**src/hw/conv_ctrl_consts.svh**
```systemverilog
`ifndef CONV_CTRL_CONSTS_SVH
`define CONV_CTRL_CONSTS_SVH

// byte addresses on the register bus
`define ADDR_XFER_CTL0 16'h0048
`define ADDR_XFER_COUNT 16'h0049
`define ADDR_AIN_EN 16'h004A
`define ADDR_CONV_CTL0 16'h01B0
`define ADDR_CONV_CTL1 16'h01B2
`define ADDR_CONV_RESULT 16'h01B4
`define ADDR_XFER_START 16'h01BC
`define ADDR_SYS_CTRL 16'h01C0

// reset values
`define RST_CONV_CTL0 16'h0000
`define RST_XFER_START 16'h0200

// converter_control_0 fields
`define C0_REFSEL_HI 15
`define C0_REFSEL_LO 13
`define C0_SHT_HI 12
`define C0_SHT_LO 11
`define C0_RATE 10
`define C0_REFERENCE_OUTPUT_ENABLE 9
`define C0_BURST 8
`define C0_REFON 5
`define C0_IE 3
`define C0_IFG 2
`define C0_ENC 1
`define C0_SC 0
// bits that may only change while conversion_enable is low
`define C0_LOCK_MASK 16'hFFF0

// converter_control_1 channel field
`define C1_CH_HI 15
`define C1_CH_LO 12
`define CH_TEMP 4'hA

// transfer_control_0 writable bits
`define XC0_MASK 8'h0F

// sample-time lengths in conversion clocks
`define SHT_CLKS_0 8'h04
`define SHT_CLKS_1 8'h08
`define SHT_CLKS_2 8'h10
`define SHT_CLKS_3 8'h40

// transfer timing in system-clock cycles, start-up time and clock period in ns
`define SYNC_CYCLES 2'h1
`define DCO_START_NS 6000
`define CLK_PERIOD_NS 5
`define DCO_START_CYCLES ((`DCO_START_NS + `CLK_PERIOD_NS - 1) / `CLK_PERIOD_NS)

`endif

```
**src/hw/conv_ctrl_pkg.sv**
```systemverilog
package conv_ctrl_pkg;

    typedef enum logic [2:0] {
        XS_IDLE,
        XS_WAKE,
        XS_SYNC,
        XS_WRITE,
        XS_WAIT
    } xfer_state_t;

endpackage : conv_ctrl_pkg

```
**src/hw/adc_transfer_irq_regs.sv**
```systemverilog
// Behaviour
// - sync one-two cycles, write, then wait
// - transfer done in 3, or 4 low-power
// - clock runs, processor stopped: stay asleep
// - clock stopped: restart from dco briefly
// - channel 1010 routes temperature sensor
// - temperature channel forces reference generator only
// - count zero: flag per new result
// - count nonzero: flag at block end
// - request when flag, enable, global set
// - flag clears on service or write
// - transfer controls at 048h, 049h, cleared
// - start address at 01BCh, resets 0200h
// - control0 01B0h, control1 01B2h, result 01B4h
// - locked fields ignore writes while enabled
// - sample-time code gives 4/8/16/64 clocks
// - reference select bits 15-13
// - bit 10 selects buffer drive rate
// - bit 9 ref output, bit 8 burst
// - nonzero count enables transfer per result
//
// The Avalon-MM interface to the registers is this design's own decision.
`timescale 1ns/1ps
`include "conv_ctrl_consts.svh"
`default_nettype none

module adc_transfer_irq_regs #(
    parameter int DCO_START_CYCLES = `DCO_START_CYCLES
) (
    // clock and reset
    input wire logic clk_i,
    input wire logic nrst_i,
    // avalon-mm slave
    input wire logic [15:0] avs_address_i,
    input wire logic avs_read_i,
    input wire logic avs_write_i,
    input wire logic [1:0] avs_byteenable_i,
    input wire logic [15:0] avs_writedata_i,
    output logic [15:0] avs_readdata_o,
    output logic avs_waitrequest_o,
    output logic [1:0] avs_response_o,
    // converter core
    input wire logic result_load_i,
    input wire logic [15:0] result_data_i,
    // processor and clock system
    input wire logic global_irq_enable_i,
    input wire logic irq_ack_i,
    input wire logic cpu_off_i,
    input wire logic sysclk_off_i,
    input wire logic dco_ready_i,
    // memory write port of the transfer controller
    output logic mem_write_o,
    output logic [15:0] mem_addr_o,
    output logic [15:0] mem_wdata_o,
    output logic cpu_hold_o,
    output logic sysclk_request_o,
    output logic xfer_done_o,
    // converter configuration
    output logic [3:0] channel_select_o,
    output logic temp_sensor_sel_o,
    output logic reference_on_o,
    output logic reference_output_enable_o,
    output logic reference_burst_mode_o,
    output logic [2:0] reference_select_o,
    output logic buffer_rate_select_o,
    output logic [7:0] sample_clocks_o,
    output logic conversion_enable_o,
    output logic start_conv_o,
    output logic [7:0] analog_input_enable_o,
    output logic irq_o
);

    ////////////////////////////////////////////////////////////////////////////
    // reset release

    // both flops clear together; the logic leaves reset two edges after release
    logic rst_meta_ff;
    logic rst_sync_ff;

    always_ff @(posedge clk_i or negedge nrst_i)
    begin
        if (!nrst_i)
        begin
            rst_meta_ff <= 1'b0;
            rst_sync_ff <= 1'b0;
        end
        else
        begin
            rst_meta_ff <= 1'b1;
            rst_sync_ff <= rst_meta_ff;
        end
    end

    ////////////////////////////////////////////////////////////////////////////
    // state

    // one packed copy keeps every register but the reset and derived-output flops in a single next-state process
    typedef struct packed {
        logic [15:0] ctl0;
        logic [15:0] ctl1;
        logic [15:0] result;
        logic [15:0] start_addr;
        logic [7:0] xctl0;
        logic [7:0] xcount;
        logic [7:0] ain_en;
        conv_ctrl_pkg::xfer_state_t xs;
        logic [1:0] sync_cnt;
        logic [15:0] dco_cnt;
        logic [15:0] ptr;
        logic [7:0] remain;
        logic armed;
        logic pending;
        logic [15:0] rdata;
        logic wait_req;
        logic [1:0] resp;
        logic mem_wr;
        logic [15:0] mem_addr;
        logic [15:0] mem_data;
        logic hold;
        logic clk_req;
        logic done;
        logic irq;
        logic [7:0] sample_clks;
    } state_t;

    state_t cur_ff;
    state_t nxt_cur;

    logic acc;
    logic [15:0] wr_hi;
    logic [15:0] wr_mask;
    logic hit_ctl0;
    logic set_ifg;
    logic clr_ifg;
    logic mapped;
    logic [15:0] rd_val;

    assign acc = (avs_read_i | avs_write_i) & cur_ff.wait_req;
    assign wr_mask = {{8{avs_byteenable_i[1]}}, {8{avs_byteenable_i[0]}}};
    assign hit_ctl0 = avs_write_i & acc & (avs_address_i == `ADDR_CONV_CTL0);

    always_comb
    begin
        // unmapped offsets read zero and answer with a slave error
        mapped = 1'b1;
        case (avs_address_i)
            `ADDR_XFER_CTL0: rd_val = {8'h00, cur_ff.xctl0};
            `ADDR_XFER_COUNT: rd_val = {8'h00, cur_ff.xcount};
            `ADDR_AIN_EN: rd_val = {8'h00, cur_ff.ain_en};
            `ADDR_CONV_CTL0: rd_val = cur_ff.ctl0;
            `ADDR_CONV_CTL1: rd_val = cur_ff.ctl1;
            `ADDR_CONV_RESULT: rd_val = cur_ff.result;
            `ADDR_XFER_START: rd_val = cur_ff.start_addr;
            `ADDR_SYS_CTRL: rd_val = {14'h0000, cur_ff.armed, cur_ff.xs != conv_ctrl_pkg::XS_IDLE};
            default:
            begin
                rd_val = 16'h0000;
                mapped = 1'b0;
            end
        endcase
    end

    always_comb
    begin
        nxt_cur = cur_ff;
        wr_hi = 16'h0000;
        set_ifg = 1'b0;
        clr_ifg = 1'b0;
        nxt_cur.mem_wr = 1'b0;
        nxt_cur.done = 1'b0;

        // bus: one wait cycle, answer on the second cycle of the request
        nxt_cur.wait_req = ~acc;
        nxt_cur.resp = 2'h0;
        if (acc)
        begin
            nxt_cur.rdata = avs_read_i ? rd_val : 16'h0000;
            nxt_cur.resp = mapped ? 2'h0 : 2'h2;
        end

        // start bit is a one-cycle strobe
        nxt_cur.ctl0[`C0_SC] = 1'b0;

        if (avs_write_i && acc)
        begin
            case (avs_address_i)
                `ADDR_XFER_CTL0: if (avs_byteenable_i[0]) nxt_cur.xctl0 = avs_writedata_i[7:0] & `XC0_MASK;
                `ADDR_XFER_COUNT: if (avs_byteenable_i[0]) nxt_cur.xcount = avs_writedata_i[7:0];
                `ADDR_AIN_EN: if (avs_byteenable_i[0]) nxt_cur.ain_en = avs_writedata_i[7:0];
                `ADDR_CONV_CTL0:
                begin
                    // locked fields only while conversion is disabled
                    wr_hi = cur_ff.ctl0[`C0_ENC] ? (wr_mask & ~`C0_LOCK_MASK) : wr_mask;
                    nxt_cur.ctl0 = (cur_ff.ctl0 & ~wr_hi) | (avs_writedata_i & wr_hi);
                    clr_ifg = wr_hi[`C0_IFG] & ~avs_writedata_i[`C0_IFG];
                end
                `ADDR_CONV_CTL1:
                begin
                    wr_hi = cur_ff.ctl0[`C0_ENC] ? 16'h0000 : wr_mask;
                    nxt_cur.ctl1 = (cur_ff.ctl1 & ~wr_hi) | (avs_writedata_i & wr_hi);
                end
                `ADDR_XFER_START:
                begin
                    nxt_cur.start_addr = (cur_ff.start_addr & ~wr_mask) | (avs_writedata_i & wr_mask);
                    // re-arm the transfer controller on any start-address write made while the count is nonzero
                    nxt_cur.ptr = nxt_cur.start_addr;
                    nxt_cur.remain = cur_ff.xcount;
                    nxt_cur.armed = cur_ff.xcount != 8'h00;
                end
                default:
                begin
                end
            endcase
        end

        if (irq_ack_i && cur_ff.irq)
            clr_ifg = 1'b1;

        // new result
        if (result_load_i)
        begin
            nxt_cur.result = result_data_i;
            if (cur_ff.xcount == 8'h00)
                set_ifg = 1'b1;
            else if (cur_ff.armed)
                nxt_cur.pending = 1'b1;
        end

        // transfer controller: wake, sync, write with a running cpu held, wait
        case (cur_ff.xs)
            conv_ctrl_pkg::XS_IDLE:
            begin
                if (cur_ff.pending)
                begin
                    nxt_cur.pending = 1'b0;
                    nxt_cur.sync_cnt = `SYNC_CYCLES;
                    if (sysclk_off_i)
                    begin
                        // clock stopped: ask for a dco-sourced clock for this transfer only
                        nxt_cur.clk_req = 1'b1;
                        nxt_cur.dco_cnt = DCO_START_CYCLES[15:0];
                        nxt_cur.xs = conv_ctrl_pkg::XS_WAKE;
                    end
                    else
                        nxt_cur.xs = conv_ctrl_pkg::XS_SYNC;
                end
            end
            conv_ctrl_pkg::XS_WAKE:
            begin
                // wait out the start-up time, then for the oscillator itself
                if (cur_ff.dco_cnt != 16'h0000)
                    nxt_cur.dco_cnt = cur_ff.dco_cnt - 16'h0001;
                else if (dco_ready_i)
                    nxt_cur.xs = conv_ctrl_pkg::XS_SYNC;
            end
            conv_ctrl_pkg::XS_SYNC:
            begin
                // a sleeping processor costs one extra sync cycle
                if (cur_ff.sync_cnt != 2'h0 && cpu_off_i)
                    nxt_cur.sync_cnt = cur_ff.sync_cnt - 2'h1;
                else
                begin
                    nxt_cur.xs = conv_ctrl_pkg::XS_WRITE;
                    nxt_cur.hold = ~cpu_off_i;
                    nxt_cur.mem_wr = 1'b1;
                    nxt_cur.mem_addr = cur_ff.ptr;
                    nxt_cur.mem_data = cur_ff.result;
                end
            end
            conv_ctrl_pkg::XS_WRITE:
            begin
                // pointer and count step only once the word is on the bus
                nxt_cur.hold = 1'b0;
                nxt_cur.ptr = cur_ff.ptr + 16'h0002;
                nxt_cur.remain = cur_ff.remain - 8'h01;
                nxt_cur.xs = conv_ctrl_pkg::XS_WAIT;
            end
            conv_ctrl_pkg::XS_WAIT:
            begin
                // dropping the request here lets a stopped clock stop again
                nxt_cur.xs = conv_ctrl_pkg::XS_IDLE;
                nxt_cur.clk_req = 1'b0;
                nxt_cur.done = 1'b1;
                if (cur_ff.remain == 8'h00)
                begin
                    set_ifg = 1'b1;
                    nxt_cur.armed = 1'b0;
                end
            end
            default:
                nxt_cur.xs = conv_ctrl_pkg::XS_IDLE;
        endcase

        // hardware set wins over software or service clear
        if (set_ifg)
            nxt_cur.ctl0[`C0_IFG] = 1'b1;
        else if (clr_ifg)
            nxt_cur.ctl0[`C0_IFG] = 1'b0;
        else if (hit_ctl0 && wr_hi[`C0_IFG])
            nxt_cur.ctl0[`C0_IFG] = avs_writedata_i[`C0_IFG];

        nxt_cur.irq = nxt_cur.ctl0[`C0_IFG] & nxt_cur.ctl0[`C0_IE] & global_irq_enable_i;

        // decoded from the next value so the length follows a write at once
        case (nxt_cur.ctl0[`C0_SHT_HI:`C0_SHT_LO])
            2'h0: nxt_cur.sample_clks = `SHT_CLKS_0;
            2'h1: nxt_cur.sample_clks = `SHT_CLKS_1;
            2'h2: nxt_cur.sample_clks = `SHT_CLKS_2;
            default: nxt_cur.sample_clks = `SHT_CLKS_3;
        endcase
    end

    always_ff @(posedge clk_i or negedge rst_sync_ff)
    begin
        if (!rst_sync_ff)
        begin
            cur_ff <= '0;
            cur_ff.ctl0 <= `RST_CONV_CTL0;
            cur_ff.start_addr <= `RST_XFER_START;
            cur_ff.ptr <= `RST_XFER_START;
            cur_ff.xs <= conv_ctrl_pkg::XS_IDLE;
            cur_ff.wait_req <= 1'b1;
            cur_ff.sample_clks <= `SHT_CLKS_0;
        end
        else
            cur_ff <= nxt_cur;
    end

    ////////////////////////////////////////////////////////////////////////////
    // outputs

    // derived outputs get flops of their own so no output is a gate
    logic temp_ff;
    logic refon_ff;
    logic burst_ff;

    always_ff @(posedge clk_i or negedge rst_sync_ff)
    begin
        if (!rst_sync_ff)
        begin
            temp_ff <= 1'b0;
            refon_ff <= 1'b0;
            burst_ff <= 1'b0;
        end
        else
        begin
            temp_ff <= nxt_cur.ctl1[`C1_CH_HI:`C1_CH_LO] == `CH_TEMP;
            // temperature channel forces the generator but not its pin or selection
            refon_ff <= nxt_cur.ctl0[`C0_REFON] |
                (nxt_cur.ctl1[`C1_CH_HI:`C1_CH_LO] == `CH_TEMP);
            // burst only counts while the output itself is on
            burst_ff <= nxt_cur.ctl0[`C0_BURST] & nxt_cur.ctl0[`C0_REFERENCE_OUTPUT_ENABLE];
        end
    end

    assign avs_readdata_o = cur_ff.rdata;
    assign avs_waitrequest_o = cur_ff.wait_req;
    assign avs_response_o = cur_ff.resp;
    assign mem_write_o = cur_ff.mem_wr;
    assign mem_addr_o = cur_ff.mem_addr;
    assign mem_wdata_o = cur_ff.mem_data;
    assign cpu_hold_o = cur_ff.hold;
    assign sysclk_request_o = cur_ff.clk_req;
    assign xfer_done_o = cur_ff.done;
    assign channel_select_o = cur_ff.ctl1[`C1_CH_HI:`C1_CH_LO];
    assign temp_sensor_sel_o = temp_ff;
    assign reference_on_o = refon_ff;
    assign reference_output_enable_o = cur_ff.ctl0[`C0_REFERENCE_OUTPUT_ENABLE];
    assign reference_burst_mode_o = burst_ff;
    assign reference_select_o = cur_ff.ctl0[`C0_REFSEL_HI:`C0_REFSEL_LO];
    assign buffer_rate_select_o = cur_ff.ctl0[`C0_RATE];
    assign sample_clocks_o = cur_ff.sample_clks;
    assign conversion_enable_o = cur_ff.ctl0[`C0_ENC];
    assign start_conv_o = cur_ff.ctl0[`C0_SC];
    assign analog_input_enable_o = cur_ff.ain_en;
    assign irq_o = cur_ff.irq;

endmodule : adc_transfer_irq_regs

`default_nettype wire

```
**config.mk**
```make
export PLATFORM = sky130hd
export DESIGN_NAME = adc_transfer_irq_regs
export DESIGN_NICKNAME = d
export VERILOG_FILES = /design/src/hw/conv_ctrl_pkg.sv /design/src/hw/adc_transfer_irq_regs.sv
export VERILOG_INCLUDE_DIRS = /design/src /design/src/hw
export SDC_FILE = /design/constraint.sdc
export NUM_CORES = 1
export LEC_CHECK = 0
export BUFFER_PORTS_ARGS = -buffer_cell sky130_fd_sc_hd__clkbuf_2
export CORE_MARGIN = 4
export CORE_UTILIZATION = 57
export DETAILED_ROUTE_END_ITERATION = 8
export MAX_ROUTING_LAYER = met4
export PLACE_DENSITY = 0.91
export SLEW_MARGIN = 10
export SYNTH_ARGS = -nofsm -noshare
export SYNTH_HDL_FRONTEND = slang
export SYNTH_SLANG_ARGS = --single-unit
```
**constraint.sdc**
```tcl
create_clock -name clk_i -period 7.7 [get_ports clk_i]
set_input_delay 0.385 -clock clk_i [delete_from_list [all_inputs] [get_ports clk_i]]
set_output_delay 0.385 -clock clk_i [all_outputs]
set_load 0.02 [all_outputs]
```
Word-level counts from Yosys, hierarchy flattened
Index checks and enable logic that the tools add are counted.
{"block": "op_classes", "n_addsub": 4, "n_eq_ne": 22, "n_mux": 51, "bitwise_logic": 25, "n_reduce_logical": 32}
{"op": "$pmux 16 s8", "count": 1}
{"op": "$and 16x16->16", "count": 6}
{"op": "$mux 16", "count": 6}
{"op": "$eq 16x9->1 const B", "count": 5}
{"op": "$mux 25", "count": 2}
{"op": "$eq 16x7->1 const B", "count": 3}
{"op": "$not 16->16", "count": 3}
{"op": "$or 16x16->16", "count": 3}
{"op": "$mux 34", "count": 1}
{"op": "$mux 33", "count": 1}
{"op": "$pmux 16 s2", "count": 1}
{"op": "$mux 29", "count": 1}
{"op": "$mux 24", "count": 1}
{"op": "$mux 1", "count": 21}
{"op": "$mux 21", "count": 1}
{"op": "$pmux 7 s3", "count": 1}
{"op": "$add 16x2->16 const B", "count": 1}
{"op": "$logic_not 8->1", "count": 2}
{"op": "$reduce_bool 16->1", "count": 1}
{"op": "$sub 16x1->16 const B", "count": 1}
{"op": "$reduce_and 3->1", "count": 5}
{"op": "$ne 2x2->1 const B", "count": 7}
{"op": "$reduce_bool 2->1", "count": 7}
{"op": "$mux 13", "count": 1}
{"op": "25 further kinds", "count": 52}
{"block": "word_totals", "regBits": 200, "input_bits": 60, "out_inout_bits": 86, "wordCells": 166}

Longest topological paths before layout
{"block": "depth", "ltp_word": 11, "depth_mapped": 8, "mapped_depth_nobuf": 7}

Worst setup path after synthesis
No wires, ideal clock.
{"block": "synth_path", "path_type": "in2reg", "start": "input port avs_address_i[9]", "end": "register refon_ff (netlist: reference_on_o)", "setup_ps": 132, "arrival_ps": 2235, "required_ps": 7568, "slack_ps": 5334, "stages": 5, "path_buffers": 0, "cell_sequence": "nor3_1 -> nand4b_2 -> nor4_2 -> mux2_2 -> or3b_1"}
{"item": "from (decl)", "line_no": "adc_transfer_irq_regs.sv:34", "source": "input wire logic [15:0] avs_address_i,"}
{"item": "to (signal assigned)", "line_no": "adc_transfer_irq_regs.sv:349", "source": "refon_ff <= nxt_cur.ctl0[`C0_REFON] |"}
{"item": "to (decl)", "line_no": "adc_transfer_irq_regs.sv:334", "source": "logic refon_ff;"}

Final worst setup path
{"block": "layout_path", "start": "register cur_ff[108] in the netlist's numbering", "end": "register cur_ff[89] in the netlist's numbering"}
{"block": "layout_between", "elab_chain_cells": 3, "elab_cells_between_ends": 5, "classes_between": "1 x eq/ne; 1 x mux; 3 x reduce/logical"}
{"item": "from (decl)", "line_no": "adc_transfer_irq_regs.sv:126", "source": "state_t cur_ff;"}
{"item": "from (signal assigned)", "line_no": "adc_transfer_irq_regs.sv:326", "source": "cur_ff <= nxt_cur;"}
{"item": "$eq 3x2->1 (*)", "line_no": "adc_transfer_irq_regs.sv:230", "source": "case (cur_ff.xs)"}
{"item": "$reduce_bool 2->1 (no line)"}
{"item": "$reduce_and 2->1 (no line)"}
Mark *: on every way between the ends. The rest lies on a longest branch, timed or not.
A chain may end at the register's enable or synchronous reset.

==> results.py <==
metrics = {
    "run_status": {
        "status": "complete, no violations",
    },
    "sta": {
        "period_needed_ns": 3.10,
        "fmax_ghz": 0.322,
        "rsz0062_at_grt": "no",
        "drv_slew": 0,
        "holdWs_ns": 0.173,
        "maxSlewHeadroom": 0.148,
        "skew_ns": 0.0114,
        "period_share": 0.403,
        "hold_viol": 0,
        "tns_ns": 0,
        "timing_worst_slew_pin_value_ns": 1.28,
        "setup_violations": 0,
    },
    "yosys": {
        "synth_cell_type_count": 80,
        "yosysWarnings": 0,
        "syn_area_um2": 9720,
        "synth-edff-count": 0,
        "ys_seq_area_frac": 0.502,
        "netlist_top_cells_area": "dfrtp_1 (49%), mux2_2 (14%), buf_4 (5.7%)",
        "ys_ff_latch": 195,
        "postSynth.asyncResetShare": 1.00,
        "yosys.area.top_type": "dfrtp_1",
        "synth.avg_cell_area_um2": 11.4,
        "syn_inst": 851,
        "yosysTopAreaCellShare": 0.492,
        "synth_ff_type": "dfrtp_1",
    },
    "hold_path": {
        "min_path_cells": 2,
        "min_path_type": "input pin to flip-flop",
    },
    "final_layout": {
        "regArea_um2": 4890,
        "antenna_cells": 0,
        "synthToLayoutAreaGrowth_pct": 9.83,
        "finalNonFillerCells": 1147,
        "multi_input_area_um2": 4100,
        "fillers": 1231,
        "nets": 979,
        "drive_gt1_frac": 0.351,
    },
    "worst_setup_path": {
        "r2r_setup_slack_ns": 4.60,
        "crit_chain": "nand3b_1 -> clkinv_1 -> nor4_2 -> a311oi_1 -> a211oi_1",
        "end_kind": "flip-flop",
        "cp_max_fo": 17,
        "cp_slowest_cell": "nor4_2",
        "rr_worst_depth": 5,
        "worstSetupPathType": "flip-flop to flip-flop",
        "arrival_ns": 3.44,
        "start_kind": "flip-flop",
        "cp_slowest_stage_delay_ns": 0.94,
        "required_ns": 8.04,
    },
    "global_routing": {
        "grt_pass1_vias": 7250,
        "grtUsageTotal": 0.256,
        "overflow": 0,
        "grt_pass1_wl_mm": 38.8,
        "antenna_found_initial": 0,
        "grt_max_degree": 78,
    },
    "floorplan": {
        "die_w_um": 139,
        "core_um2": 16600,
        "start_util": 0.584,
        "num_rows": 47,
        "die_h_um": 139,
        "io-pin-count": 146,
        "dieArea_um2": 19200,
    },
    "power": {
        "p_leak_nw": 5.03,
        "ir_worst_vdd_mv": 0.162,
        "p_per_area_nw_per_um2": 193,
    },
    "route": {
        "postRouteAntennaNets": 0,
        "vias": 7161,
        "vias_per_cell": 6.24,
        "drcViolationCount": 0,
        "drtIter0Drc": 743,
        "dr.pass1.iters": 5,
        "totalWireLength_mm": 23.6,
        "routedWlPerCell_um": 20.6,
    },
    "cts": {
        "cts_tree": "built",
        "numClockSinks": 195,
        "cts_root_buf": "clkbuf_16",
        "cts.clk_slew.worst_paths_ns": 0.08,
        "h-tree-depth": 4,
        "clk_latency_ns": 0.44,
        "cts_resized": 0,
        "cts_buffer_depth": 2,
        "numCtsBuffers": 17,
    },
    "placement": {
        "dpl.hpwl_mm": 16.7,
        "gp_congestion": 0.942,
        "portBuffers": 140,
        "post-place-cells": 1114,
    },
    "job": {
        "cap_viol_max_count": 0,
    },
}
## power by group
part	internal, mW	switching (mW)
registers	1.03	0.0178
logic	0.0347	0.0616
clock network	0.499	0.417
## cells in the final DEF, fill, tap and decap left out, types with 4 or more instances in the layout
master	synthesis	routed
dfrtp_1	191	190
a222oi_1	9	9
nand4_1	5	5
a21oi_1	17	17
conb_1	2	6
and4_1	4	4
nand3b_1	4	4
o21ai_0	38	38
nor4_1	9	9
dfstp_2	4	4
clkbuf_16	0	17
clkbuf_2	0	140
a211oi_1	10	10
mux2_2	120	120
nand3_1	21	21
nor3b_1	4	4
buf_4	74	5
or2_2	4	4
nand2_1	59	59
a22oi_1	15	15
nand2b_1	8	8
or3_1	5	5
o211ai_1	8	8
and3_1	11	11
or4_1	10	10
inv_1	15	15
mux2i_1	32	32
inv_6	0	6
nor4bb_1	4	4
ha_1	5	5
nor2_1	35	35
a221oi_1	6	6
nor3_1	23	23
## what timing repair did
| action | in CTS | in global routing |
|---|---|---|
| hold buffers | 1 | 0 |
| hold endpoints to repair | 2 | 0 |
| endpoints found under the setup margin | 0 | 0 |
| buffers inserted | 0 | 0 |
## worst paths after layout
kind | startpoint | to
max | cur_ff[108] | cur_ff[89]
min | result_data_i[7] | cur_ff[158]
max reg2reg | cur_ff[108] | cur_ff[89]
min reg2reg | rst_meta_ff | rst_sync_ff
max in group asynchronous | rst_sync_ff | sample_clocks_o[4]
min in group asynchronous | nrst_i | rst_sync_ff
## critical path: cells and delay by family, from the launching register on
| kind | cells | cell delay, ns |
|---|---|---|
| DFF | 1 | 0.55 |
| AOI/OAI and AO/OA | 2 | 0.38 |
| and+or+nand+nor | 2 | 1.46 |
| buffers and inverters | 1 | 0.61 |
## cell usage after synthesis, drive strengths merged, types with 11 or more instances
cell type    n
dfrtp      191
o21ai       40
a21oi       18
nor2        35
mux2       120
mux2i       32
nor4        14
or4         12
and3        11
nand3       22
clkbuf      24
a22oi       15
nand2       59
inv         15
nor3        23
buf         82
## through the flow
stage	cell area [um^2]	setup WS (ns)	utilization	power, mW
after floorplan	9740	1.87	-	1.12
after global placement	10100	4.65	0.605	1.16
after detailed placement	10100	4.54	0.605	1.17
after CTS	10700	4.63	0.642	2.07
after global routing	10700	4.31	0.642	2.13
final	10700	4.60	0.642	2.06
## area by class of cell
type | instances | area share
clock buffers | 18 | 0.0411
clock inverters | 14 | 0.0155
inverters | 16 | 0.00562
multi-input cells | 538 | 0.384
flip-flops and latches | 195 | 0.458
well taps | 220 | 0.0258
repair buffers | 146 | 0.0701
## routing by layer
layer,share of wire,wire (um),vias to the layer above,track usage
met4,0.036,848,0,0.107
met2,0.48,11400,379,0.402
met1,0.41,9800,3495,0.333
li1,-,-,3203,-
met3,0.069,1630,84,0.0428
met5,0,0,-,-
## cell families (layout without fill, tap and decap cells)
| group | after synthesis | in the layout | share of synthesized area |
|---|---|---|---|
| adder cells (fa/ha/maj) | 5 | 5 | 0.00644 |
| flip-flops | 195 | 195 | 0.502 |
| other | 2 | 6 | 0.000772 |
| multiplexers | 152 | 152 | 0.172 |
| AND/OR/NAND/NOR | 234 | 234 | 0.138 |
| XOR/XNOR | 6 | 6 | 0.00541 |
| AO/OA/AOI/OAI | 135 | 135 | 0.0974 |
| buffers and inverters | 122 | 194 | 0.0780 |
(Power assumes the default switching activity.)
